===== src/rtl/hmps_pkg.sv =====
`default_nettype none
package hmps_pkg;

    // ==========================================================
    // Window and register map
    localparam int unsigned       HMPS_WIN_BYTES    = 32'h0020_0000;
    localparam int unsigned       HMPS_PERIPH_BYTES = 32'h0000_D000;
    localparam int unsigned       HMPS_AW           = $clog2(HMPS_WIN_BYTES);
    localparam logic [HMPS_AW-1:0] HMPS_PERIPH_BASE = HMPS_AW'(HMPS_WIN_BYTES - HMPS_PERIPH_BYTES);
    localparam logic [HMPS_AW-1:0] HMPS_BEAT_BYTES  = 21'h0_0004;
    localparam logic [11:0]       HMPS_OFS_CTRL     = 12'h000;
    localparam logic [11:0]       HMPS_OFS_MODE     = 12'h004;
    localparam logic [11:0]       HMPS_OFS_STATUS   = 12'h008;
    localparam logic [11:0]       HMPS_OFS_MASK     = 12'h00C;
    localparam logic [11:0]       HMPS_OFS_COUNT    = 12'h010;

    // ==========================================================
    // Fields and reset values
    localparam int unsigned       HMPS_CTRL_EN      = 0;
    localparam int unsigned       HMPS_CTRL_ERREN   = 1;
    localparam logic [1:0]        HMPS_CTRL_RST     = 2'h3;
    localparam int unsigned       HMPS_EV_DONE      = 0;
    localparam int unsigned       HMPS_EV_ERR       = 1;
    localparam int unsigned       HMPS_EV_BAD       = 2;
    localparam int unsigned       HMPS_EV_W         = 3;
    localparam int unsigned       HMPS_MODE_LAT_BIT = 8;
    localparam int unsigned       HMPS_MODE_STR_BIT = 4;
    localparam logic [1:0]        HMPS_STRAP_SETTLE = 2'h2;

    // ==========================================================
    // Types
    typedef enum logic [1:0] {
        HMPS_MODE_NONE  = 2'h0,
        HMPS_MODE_ASYNC = 2'h1,
        HMPS_MODE_SYNC  = 2'h3,
        HMPS_MODE_BURST = 2'h2
    } hmps_mode_t;

    typedef enum logic [1:0] {
        HMPS_ST_IDLE = 2'h0,
        HMPS_ST_BUSY = 2'h1,
        HMPS_ST_DONE = 2'h3
    } hmps_st_t;

    typedef struct packed {
        logic port;
        logic burst;
        logic sync;
        logic mux;
    } hmps_strap_t;

    typedef struct packed {
        hmps_strap_t  strap;
        logic         bus_clk;
        logic         cs_n;
        logic         page_n;
        logic [19:0]  addr;
        logic         rd_n;
        logic         wr_n;
        logic [3:0]   bw_n;
        logic [3:0]   be_n;
        logic [31:0]  wdata;
    } hmps_pins_t;

    typedef struct packed {
        logic               valid;
        logic               write;
        logic               periph;
        logic [HMPS_AW-1:0] addr;
        logic [31:0]        wdata;
        logic [3:0]         be;
    } hmps_req_t;

    typedef struct packed {
        logic        ack;
        logic        err;
        logic [31:0] rdata;
    } hmps_rsp_t;

    // ==========================================================
    // Decoding
    function automatic hmps_mode_t hmps_decode(input hmps_strap_t s);
        hmps_mode_t m;
        m = HMPS_MODE_NONE;
        if (s.port)
        begin
            case ({s.burst, s.sync, s.mux})
                3'h0:    m = HMPS_MODE_ASYNC;
                3'h2:    m = HMPS_MODE_SYNC;
                3'h7:    m = HMPS_MODE_BURST;
                default: m = HMPS_MODE_NONE;
            endcase
        end
        return m;
    endfunction

    function automatic logic hmps_strap_bad(input hmps_strap_t s);
        return s.port && (hmps_decode(s) == HMPS_MODE_NONE);
    endfunction

    function automatic logic hmps_in_periph(input logic [HMPS_AW-1:0] a);
        return a >= HMPS_PERIPH_BASE;
    endfunction

endpackage
`default_nettype wire


===== src/rtl/hmps_sync.sv =====
`timescale 1ns/1ns
`default_nettype none
module hmps_sync #(
    parameter int unsigned W = 1
) (
    input  wire logic         clk,
    input  wire logic         rst,
    input  wire logic [W-1:0] d,
    output var  logic [W-1:0] q
);
    typedef struct packed {
        logic [W-1:0] s2;
        logic [W-1:0] s1;
    } hmps_sync_t;

    hmps_sync_t r;
    hmps_sync_t n;

    // First stage feeds only the second stage
    always_comb
    begin
        n.s1 = d;
        n.s2 = r.s1;
    end

    always_ff @(posedge clk or posedge rst)
    begin
        if (rst)
            r <= '0;
        else
            r <= n;
    end

    assign q = r.s2;
endmodule
`default_nettype wire


===== src/rtl/hmps_top.sv =====
// Operation
// - Select strap low denies host, keeps memory interface
// - Strap code 1000 gives clockless asynchronous slave
// - Strap code 1010 gives synchronous slave, host clocks
// - All straps high give synchronous burst transfer
// - Mode latched once at release, never switched
// - Host active: host/flash boot, no external memory
// - Decode two megabyte host window internally
// - Top 52 kilobytes map peripheral registers
// - Synchronous mode samples inputs on host clock
`timescale 1ns/1ns
`default_nettype none
module hmps_top (
    input  wire logic                 CLK,
    input  wire logic                 RST,
    input  wire logic                 PSEL,
    input  wire logic                 PENABLE,
    input  wire logic                 PWRITE,
    input  wire logic [11:0]          PADDR,
    input  wire logic [31:0]          PWDATA,
    output var  logic [31:0]          PRDATA,
    output var  logic                 PREADY,
    output var  logic                 PSLVERR,
    input  wire logic                 HOST_PORT_SELECT,
    input  wire logic                 BURST_CONTROLLER_SELECT,
    input  wire logic                 HOST_SYNC_SELECT,
    input  wire logic                 ADDR_DATA_MUX_SELECT,
    input  wire logic                 HOST_BUS_CLOCK,
    input  wire logic                 HOST_CHIP_SELECT_N,
    input  wire logic                 HOST_PAGE_SELECT_N,
    input  wire logic [19:0]          HOST_ADDRESS,
    input  wire logic                 HOST_READ_STROBE_N,
    input  wire logic                 HOST_WRITE_STROBE_N,
    input  wire logic [3:0]           HOST_BYTE_WRITE_N,
    input  wire logic [3:0]           HOST_BYTE_ENABLE_N,
    input  wire logic [31:0]          HOST_DATA_IN,
    output var  logic [31:0]          HOST_DATA_OUT,
    output var  logic                 HOST_DATA_OE,
    output var  logic                 HOST_WAIT_N,
    output var  logic                 HOST_ERROR_N,
    output var  hmps_pkg::hmps_req_t  INT_REQ,
    input  wire hmps_pkg::hmps_rsp_t  INT_RSP,
    output var  logic                 EXT_MEM_MODE,
    output var  logic                 HOST_BOOT_ONLY,
    output var  logic                 IRQ
);
    // ==========================================================
    // State
    typedef struct packed {
        hmps_pkg::hmps_st_t             st;
        hmps_pkg::hmps_mode_t           mode;
        hmps_pkg::hmps_strap_t          strap;
        logic                           latched;
        logic [1:0]                     boot_cnt;
        logic                           clk_prev;
        logic [1:0]                     ctrl;
        logic [hmps_pkg::HMPS_EV_W-1:0] status;
        logic [hmps_pkg::HMPS_EV_W-1:0] mask;
        logic [15:0]                    count;
        hmps_pkg::hmps_req_t            req;
        logic                           rd_act;
        logic                           err;
        logic [31:0]                    rdata;
        logic [31:0]                    prdata;
        logic                           pslverr;
    } hmps_state_t;

    hmps_state_t                    r;
    hmps_state_t                    n;
    hmps_pkg::hmps_pins_t           pin_raw;
    hmps_pkg::hmps_pins_t           pin_s;
    logic                           host_rise;
    logic                           sel;
    logic                           rd;
    logic                           wr;
    logic                           act;
    logic                           start;
    logic                           burst_go;
    logic                           issue;
    logic [hmps_pkg::HMPS_AW-1:0]   next_addr;
    logic [hmps_pkg::HMPS_EV_W-1:0] ev;
    logic [hmps_pkg::HMPS_EV_W-1:0] clr;

    // ==========================================================
    // Pin capture; every host pin, straps included, is foreign to CLK
    // Host words cross on two flops alone; the host holds them for a few CLK
    // periods around each strobe or host clock edge, or a word may tear
    assign pin_raw = {HOST_PORT_SELECT, BURST_CONTROLLER_SELECT, HOST_SYNC_SELECT, ADDR_DATA_MUX_SELECT,
                      HOST_BUS_CLOCK, HOST_CHIP_SELECT_N, HOST_PAGE_SELECT_N, HOST_ADDRESS,
                      HOST_READ_STROBE_N, HOST_WRITE_STROBE_N, HOST_BYTE_WRITE_N, HOST_BYTE_ENABLE_N,
                      HOST_DATA_IN};

    hmps_sync #(
        .W ($bits(hmps_pkg::hmps_pins_t))
    ) u_sync (
        .clk (CLK),
        .rst (RST),
        .d   (pin_raw),
        .q   (pin_s)
    );

    // ==========================================================
    // Host cycle detection
    // All pins pass the same two stages, so a host clock edge seen here
    // still lines up with the data that the host presented at that edge
    assign host_rise = pin_s.bus_clk & ~r.clk_prev;
    assign sel       = ~pin_s.cs_n | ~pin_s.page_n;
    assign rd        = sel & ~pin_s.rd_n;
    assign wr        = sel & ~pin_s.wr_n & pin_s.rd_n;
    assign act       = rd | wr;
    // Asynchronous mode never looks at the host clock
    assign start     = act & ((r.mode == hmps_pkg::HMPS_MODE_ASYNC) | host_rise);
    // Burst beats reuse the held address plus one word
    assign burst_go  = (r.st == hmps_pkg::HMPS_ST_DONE) && (r.mode == hmps_pkg::HMPS_MODE_BURST)
                       && host_rise && act && !r.err;
    assign issue     = burst_go | ((r.st == hmps_pkg::HMPS_ST_IDLE) && (r.mode != hmps_pkg::HMPS_MODE_NONE)
                       && start && r.ctrl[hmps_pkg::HMPS_CTRL_EN]);
    assign next_addr = burst_go ? r.req.addr + hmps_pkg::HMPS_BEAT_BYTES
                                : {pin_s.addr, 1'b0};

    // ==========================================================
    // Next state
    always_comb
    begin
        n = r;
        ev = '0;
        clr = '0;
        n.clk_prev = pin_s.bus_clk;

        // Mode is taken once, after the strap samples have settled
        if (!r.latched)
        begin
            if (r.boot_cnt == hmps_pkg::HMPS_STRAP_SETTLE)
            begin
                n.latched = 1'b1;
                n.strap = pin_s.strap;
                n.mode = hmps_pkg::hmps_decode(pin_s.strap);
                // A prohibited code is treated as no host port and flagged
                ev[hmps_pkg::HMPS_EV_BAD] = hmps_pkg::hmps_strap_bad(pin_s.strap);
            end
            else
            begin
                n.boot_cnt = r.boot_cnt + 2'h1;
            end
        end

        if (issue)
        begin
            n.req.valid = 1'b1;
            n.req.write = wr;
            n.req.addr = next_addr;
            n.req.periph = hmps_pkg::hmps_in_periph(next_addr);
            n.req.wdata = pin_s.wdata;
            n.req.be = wr ? ~pin_s.bw_n : ~pin_s.be_n;
            n.rd_act = rd;
            n.err = 1'b0;
            n.st = hmps_pkg::HMPS_ST_BUSY;
        end
        else
        begin
            case (r.st)
                hmps_pkg::HMPS_ST_IDLE:
                begin
                    // Host port disabled by software: answer with an error, no access
                    if ((r.mode != hmps_pkg::HMPS_MODE_NONE) && start)
                    begin
                        n.err = 1'b1;
                        n.rd_act = rd;
                        ev[hmps_pkg::HMPS_EV_ERR] = 1'b1;
                        n.st = hmps_pkg::HMPS_ST_DONE;
                    end
                end
                hmps_pkg::HMPS_ST_BUSY:
                begin
                    if (INT_RSP.ack)
                    begin
                        n.req.valid = 1'b0;
                        n.err = INT_RSP.err;
                        if (r.rd_act)
                            n.rdata = INT_RSP.rdata;
                        n.count = r.count + 16'h0001;
                        ev[hmps_pkg::HMPS_EV_DONE] = 1'b1;
                        ev[hmps_pkg::HMPS_EV_ERR] = INT_RSP.err;
                        n.st = hmps_pkg::HMPS_ST_DONE;
                    end
                end
                hmps_pkg::HMPS_ST_DONE:
                begin
                    if (!act)
                    begin
                        n.err = 1'b0;
                        n.rd_act = 1'b0;
                        n.st = hmps_pkg::HMPS_ST_IDLE;
                    end
                end
                default:
                begin
                    n.req.valid = 1'b0;
                    n.st = hmps_pkg::HMPS_ST_IDLE;
                end
            endcase
        end

        // Register read data is prepared in the setup phase
        if (PSEL && !PENABLE)
        begin
            n.pslverr = 1'b0;
            case (PADDR)
                hmps_pkg::HMPS_OFS_CTRL:   n.prdata = 32'(r.ctrl);
                hmps_pkg::HMPS_OFS_MODE:   n.prdata = (32'(r.latched) << hmps_pkg::HMPS_MODE_LAT_BIT)
                                                      | (32'(r.strap) << hmps_pkg::HMPS_MODE_STR_BIT)
                                                      | 32'(r.mode);
                hmps_pkg::HMPS_OFS_STATUS: n.prdata = 32'(r.status);
                hmps_pkg::HMPS_OFS_MASK:   n.prdata = 32'(r.mask);
                hmps_pkg::HMPS_OFS_COUNT:  n.prdata = 32'(r.count);
                default:
                begin
                    n.prdata = 32'h0000_0000;
                    n.pslverr = 1'b1;
                end
            endcase
        end

        if (PSEL && PENABLE && PWRITE)
        begin
            case (PADDR)
                hmps_pkg::HMPS_OFS_CTRL:   n.ctrl = PWDATA[1:0];
                hmps_pkg::HMPS_OFS_MASK:   n.mask = PWDATA[hmps_pkg::HMPS_EV_W-1:0];
                hmps_pkg::HMPS_OFS_STATUS: clr = PWDATA[hmps_pkg::HMPS_EV_W-1:0];
                default:                   clr = '0;
            endcase
        end
        // A new event outweighs a clear in the same cycle
        n.status = (r.status & ~clr) | ev;
    end

    always_ff @(posedge CLK or posedge RST)
    begin
        if (RST)
            r <= '{st: hmps_pkg::HMPS_ST_IDLE, mode: hmps_pkg::HMPS_MODE_NONE,
                   ctrl: hmps_pkg::HMPS_CTRL_RST, default: '0};
        else
            r <= n;
    end

    // ==========================================================
    // Outputs
    assign PRDATA         = r.prdata;
    assign PREADY         = 1'b1;
    assign PSLVERR        = r.pslverr & PSEL & PENABLE;
    assign INT_REQ        = r.req;
    assign HOST_DATA_OUT  = r.rdata;
    // Read data and error are not tied to the host clock
    // Drive data only while the read strobe is still seen low
    assign HOST_DATA_OE   = r.rd_act & (r.st == hmps_pkg::HMPS_ST_DONE) & rd;
    assign HOST_WAIT_N    = (r.st != hmps_pkg::HMPS_ST_BUSY);
    assign HOST_ERROR_N   = ~(r.err & r.ctrl[hmps_pkg::HMPS_CTRL_ERREN]);
    // Until the mode is latched the shared pins stay with the memory interface
    assign EXT_MEM_MODE   = ~r.latched | (r.mode == hmps_pkg::HMPS_MODE_NONE);
    assign HOST_BOOT_ONLY = ~EXT_MEM_MODE;
    assign IRQ            = |(r.status & r.mask);
endmodule
`default_nettype wire


===== config.mk =====
export PLATFORM = sky130hd
export DESIGN_NAME = hmps_top
export DESIGN_NICKNAME = d
export VERILOG_FILES = /design/src/rtl/hmps_pkg.sv /design/src/rtl/hmps_sync.sv /design/src/rtl/hmps_top.sv
export SDC_FILE = /design/constraint.sdc
export NUM_CORES = 1
export LEC_CHECK = 0
export ABC_AREA = 1
export CORE_ASPECT_RATIO = 1.5
export CORE_MARGIN = 1.5
export CORE_UTILIZATION = 52
export DETAILED_ROUTE_END_ITERATION = 8
export DONT_BUFFER_PORTS = 1
export PLACE_DENSITY = 0.71
export SETUP_SLACK_MARGIN = 0.2
export SKIP_LAST_GASP = 1
export SLEW_MARGIN = 5
export SYNTH_ARGS = -nofsm -noshare
export SYNTH_HDL_FRONTEND = slang
export SYNTH_SLANG_ARGS = --single-unit

===== constraint.sdc =====
create_clock -name CLK -period 9.7 [get_ports CLK]
set_input_delay 0.97 -clock CLK [delete_from_list [all_inputs] [get_ports CLK]]
set_output_delay 0.97 -clock CLK [all_outputs]
set_load 0.05 [all_outputs]

== Word-level counts from Yosys, hierarchy flattened ==
Cells that the tools add are included.

* Bits in writable memories: 0
* Bits in read-only memories: 0
* Memories: 0
* Input bits: 152
* Logic and storage cells: 148
* Output and inout port bits: 132
* Register bits: 301
* Latch bits: 0

* Eq/ne operators: 16
* Bitwise operators: 33
* Multipliers: 0
* Magnitude comparators: 1
* Shifts and indexed selects: 0
* Add/sub/neg operators: 3
* Div/mod/pow operators: 0
* Reduce and logical (&&, ||, !) cells: 35
* Mux-type cells: 34

{| class="wikitable"
|+ Operators with widths
! kind !! count
|-
| $pmux 16 s5 || 1
|-
| $mux 33 || 1
|-
| $mux 32 || 1
|-
| $eq 12x4->1 const B || 2
|-
| $mux 2 || 12
|-
| $add 21x3->21 const B || 1
|-
| $ge 21x21->1 const B || 1
|-
| $mux 21 || 1
|-
| $add 16x1->16 const B || 1
|-
| $eq 12x3->1 const B || 1
|-
| $eq 12x5->1 const B || 1
|-
| $logic_and 1x1->1 || 12
|-
| $logic_not 12->1 || 1
|-
| $pmux 2 s3 || 2
|-
| $and 1x1->1 || 10
|-
| $not 1->1 || 10
|-
| $reduce_and 2->1 || 5
|-
| $mux 3 || 3
|-
| $or 9x2->9 || 1
|-
| $or 9x8->9 || 1
|-
| $reduce_and 3->1 || 3
|-
| $mux 1 || 8
|-
| $not 4->4 || 2
|-
| $reduce_and 4->1 || 2
|-
| 24 further kinds || 39
|}

== Depth between registers and ports, before layout ==
* Word-level depth: 11
* Depth in mapped cells: 14
* Depth with buffers taken out: 14

== Cells and area by module ==
A second synthesis with hierarchy kept.

* Cell total of the unflattened synthesis: 1,162
* Area, all modules: 11,542.3 um^2

{| class="wikitable"
|+ Modules (own cells, without submodules)
! module !! instances !! area each (um^2) !! sequential area each (um^2) !! cells an instance
|-
| hmps_top || 1 || 8,085.3 || 3,681.0 || 1,023
|-
| hmps_sync || 1 || 3,457.1 || 3,453.3 || 139
|}

== Worst setup path after synthesis ==
No wires, ideal clock.

* Kind: register -> output
* From: register r[161] (netlist name)
* To: output HOST_DATA_OE
* Data required time: 8.730 ns
* Data arrival time: 1.741 ns
* Setup slack: 6.989 ns
* Cell stages (with the launch flop): 4
* Cells stage by stage: dfrtp_1 > ha_1 > inv_1 > nor3_1

* Cells in the longest elaborated chain, start to end: 3

{| class="wikitable"
|+ Ends and longest elaborated chain
! element !! line !! source
|-
| start, declared || hmps_top.sv:68 || <nowiki>hmps_state_t r;</nowiki>
|-
| start signal, assigned || hmps_top.sv:240 || <nowiki>r <= '{st: hmps_pkg::HMPS_ST_IDLE, mode: hmps_pkg::HMPS_MODE_NONE,</nowiki>
|-
| start signal, assigned || hmps_top.sv:243 || <nowiki>r <= n;</nowiki>
|-
| $eq 2x2->1 || hmps_top.sv:255 || <nowiki>assign HOST_DATA_OE = r.rd_act & (r.st == hmps_pkg::HMPS_ST_DONE) & rd;</nowiki>
|-
| $and 1x1->1 (2 in a row) || hmps_top.sv:255 ||
|-
| end, declared || hmps_top.sv:38 || <nowiki>output var logic HOST_DATA_OE,</nowiki>
|}

Every way passes these cells.

== Worst setup path after layout ==
* From: register r[161] (netlist name)
* To: register r (netlist bit HOST_DATA_OUT[31])

* Cells in the longest elaborated chain, start to end: 8
* Elaborated cells on any way between the ends: 13
* Classes of those cells: 2 x eq/ne; 2 x bitwise; 9 x reduce/logical

{| class="wikitable"
|+ Ends and longest elaborated chain
! element !! line !! source
|-
| $eq 2x2->1 || hmps_top.sv:114 || <nowiki>assign burst_go = (r.st == hmps_pkg::HMPS_ST_DONE) && (r.mode == hmps_pkg::HMPS_MODE_BURST)</nowiki>
|-
| $logic_and 1x1->1 || hmps_top.sv:114 ||
|-
| $logic_and 1x1->1 (3 in a row) || hmps_top.sv:115 || <nowiki>&& host_rise && act && !r.err;</nowiki>
|-
| $or 1x1->1 || hmps_top.sv:116 || <nowiki>assign issue = burst_go | ((r.st == hmps_pkg::HMPS_ST_IDLE) && (r.mode != hmps_pkg::HMPS_MODE_NONE)</nowiki>
|-
| $not 1->1 (no line) || -- ||
|-
| $reduce_and 4->1 (no line) * || -- ||
|}

Mark *: on every way between the ends. The rest lies on a longest branch, timed or not.
A chain may end at the register's enable or synchronous reset.

==> summary.txt <==
Worst-Skew Late Latency: 0.53 ns
ANT nets after route: 0
Nets: 1205
Pleak: 5.74 nW
Worst-Margin Slew: 1.05 ns
Die Ht: 185 µm
CP Data Arrival Time: 3.76 ns
CTS tree: yes
I/O pins: 284
worst hold stages: 0
Die X: 124 µm
final hold vios: 0
cts repair resizes: 0
FFs w/ async S/R, synth: 100%
cts hold-fix bufs: 0
Ys Warns: 0
HPWL after DPL: 14.9 mm
Avg Cell Area, Syn: 9.95 µm²
Critical Path RT: 10.10 ns
Congestion Overflow GR: 0
Post-Syn Instances: 1153
CP cell instances: ha_1 > nand2_1 > inv_1 > nand3_1 > nor2_4 > inv_4 > nand2_4 > nor2_4 > inv_2 > nor2_2 > buf_4 > nand2_1 > nand2_1
Max stage delay cell, worst path: inv_2
fill cell count: 1880
PortBufs: 0
fmax: 298 MHz
Mapped Area: 11500 µm²
slowest stage delay, CP: 0.56 ns
total core area: 21600 µm²
Slew Viols, Final: 0
period utilisation layout: 34.6%
status: finished clean
area leader, netlist: dfrtp_1
GPL Wtd Cong: 0.858
min cycle time layout: 3.36 ns
hold_ws: 0.341 ns
Cell Rows: 66
CP most frequent cell: nand2_1
Reg clk slew, reported paths: 0.07 ns
crit path buf inv count: 4
final clock skew: 0.0119 ns
share of cells above drive strength 1: 7.87%
pin count of the biggest net entering global routing: 163
Avg WL per Cell: 16.2 µm
cell depth of the worst setup path: 13
met3 GRT Util: 5.86%
VDD IR-drop max: 0.000249 V
Worst Setup End Kind: flip-flop
path depth of the worst reg2reg path: 13
First-pass DRT Iterations: 4
via count: 6768
RSZ-0062 raised after global routing: false
root buf cell: clkbuf_16
register area share after synthesis: 62.2%
Starting Density: 53.0%
Post-CTS Setup Inserts: 0
worst hold path class: reg -> reg
PD cells: 260 nW/µm²
Avg Vias per Cell: 5.04
area delta synth->final: 2.24%
met1 usage: 21.8%
setup TNS: 0 ns
main flop type after synthesis: dfrtp_1
most frequent cells after synthesis: nand2_1 (333), dfrtp_1 (283), buf_4 (128), inv_1 (76), o21ai_0 (68)
die area: 23000 µm²
most used routing layer: met2
final WL: 21.7 mm
cts bufs inserted: 27
crit-path leading delay family: simple AND/OR/NAND/NOR gates
post-synth cell types: 37
relative slew slack: 29.8%
register bit count reported by yosys: 285
first-pass GRT wire length: 34.8 mm
post-synth top area share: 61.8%
largest cells by area after synthesis: dfrtp_1 (62%), nand2_1 (11%), buf_4 (8.4%)
Total GRT Usage: 18.8%
kind of critical path: reg -> reg
Post-route DRC: 0
M2 GR Usage: 32.9%
CP Launch Type: flip-flop
most frequent cell after synthesis: nand2_1
H-tree depth: 1
initial antenna violation count: 3
Detailed Route Iter0 Violations: 274
number of global-route vias before repair: 6888
Post-synth EDFFs: 0
CTS Sinks: 285
max cap viols: 0
CP Max Fanout: 53
CTS Buffer Depth: 3
setup violators final: 0
-- report_power, final --
| group | internal, mW | total [mW] | leakage [nW] | switching [mW] |
|---|---|---|---|---|
| Sequential | 1.32 | 1.70 | 3.53 | 0.381 |
| Combinational | 0.0871 | 0.304 | 1.77 | 0.217 |
| Clock | 0.591 | 1.05 | 0.429 | 0.456 |
| Total | 2.00 | 3.05 | 5.74 | 1.05 |
-- worst register-to-register path: stages, from the launching register on --
cell	delay, ns
dfrtp_1	0.38
ha_1	0.25
nand2_1	0.07
inv_1	0.05
nand3_1	0.11
nor2_4	0.45
inv_4	0.16
nand2_4	0.53
nor2_4	0.17
inv_2	0.57
nor2_2	0.05
buf_4	0.27
nand2_1	0.12
nand2_1	0.06
-- layer usage --
| metal | wire (µm) | up-vias |
|---|---|---|
| li1 | - | 3295 |
| met1 | 8550 | 3202 |
| met2 | 10900 | 227 |
| met3 | 1720 | 44 |
| met4 | 556 | 0 |
| met5 | 0 | - |
-- layout make-up --
cell class / count / area (µm²) / share of cell area (%)
clock buffers: 31 / 721 / 6.15
repair buffers: 5 / 37.5 / 0.320
clock inverters: 18 / 168 / 1.43
flip-flops and latches: 285 / 7130 / 60.9
well taps: 272 / 340 / 2.90
diodes: 5 / 12.5 / 0.107
inverters: 82 / 318 / 2.71
multi-input cells: 646 / 2990 / 25.5
-- sequential cells by signal, indices dropped and copies added, names as in the netlist --
signal / count
r: 39
u_sync.n: 69
HOST_DATA_OUT: 32
u_sync.q: 69
PRDATA: 16
INT_REQ: 60
-- cell usage in the layout (no fill, tap or decap), types with 3 or more instances in the layout --
| cell | synthesis | layout |
|---|---|---|
| conb_1 | 2 | 17 |
| o21ai_1 | 17 | 17 |
| clkbuf_8 | 0 | 3 |
| o21ai_0 | 68 | 68 |
| dfrtp_1 | 283 | 283 |
| clkinvlp_4 | 0 | 5 |
| mux2_2 | 7 | 7 |
| nor3_1 | 10 | 9 |
| or2_2 | 6 | 6 |
| nand2_1 | 333 | 333 |
| clkbuf_16 | 0 | 27 |
| inv_1 | 76 | 75 |
| nand4_1 | 16 | 16 |
| clkinv_2 | 0 | 7 |
| o22ai_1 | 6 | 6 |
| nand3b_1 | 3 | 3 |
| inv_2 | 5 | 5 |
| nor2_2 | 3 | 3 |
| nand3_1 | 54 | 54 |
| o211ai_1 | 8 | 8 |
| nor2_1 | 56 | 56 |
| buf_4 | 128 | 5 |
| ha_1 | 6 | 6 |
| xor2_1 | 15 | 15 |
| diode_2 | 0 | 5 |
| a21oi_1 | 5 | 5 |
| nor2_4 | 3 | 3 |
-- final timing paths --
path,start,slack [ns],to
worst max-delay path,r[161],6.34,HOST_DATA_OUT[31]
worst min-delay path,u_sync.n[81],0.34,u_sync.q[12]
worst max register to register,r[161],6.34,HOST_DATA_OUT[31]
worst min register to register,u_sync.n[81],0.34,u_sync.q[12]
max in group asynchronous,RST,7.69,u_sync.q[17]
min in group asynchronous,RST,0.56,u_sync.n[82]
-- metrics by stage --
| stage | util [%] | setup slack (ns) | power [mW] | cell area, µm² | instances |
|---|---|---|---|---|---|
| 2_1_floorplan | - | 0.869 | 2.07 | 11500 | 1168 |
| 3_3_place_gp | 50.0 | 6.32 | 2.02 | 10800 | 1290 |
| 3_5_place_dp | 50.0 | 6.27 | 2.04 | 10800 | 1290 |
| 4_1_cts | 54.1 | 6.27 | 3.08 | 11700 | 1339 |
| 5_1_grt | 54.2 | 5.94 | 3.20 | 11700 | 1342 |
| 6_report | 54.2 | 6.34 | 3.05 | 11700 | 1344 |
-- cell families (layout without fill, tap and decap cells) --
group / count (synthesis) / count (layout) / share of synthesized area, %
other cells: 2 / 22 / 0.0655
buf+inv: 237 / 136 / 12.2
fa+ha+maj: 6 / 6 / 0.655
simple gates: 491 / 491 / 17.8
xor+xnor: 16 / 16 / 1.22
flops: 285 / 285 / 62.2
mux: 7 / 7 / 0.687
compound gates: 109 / 109 / 5.12
Note: power is estimated with default switching activity, not from simulation.
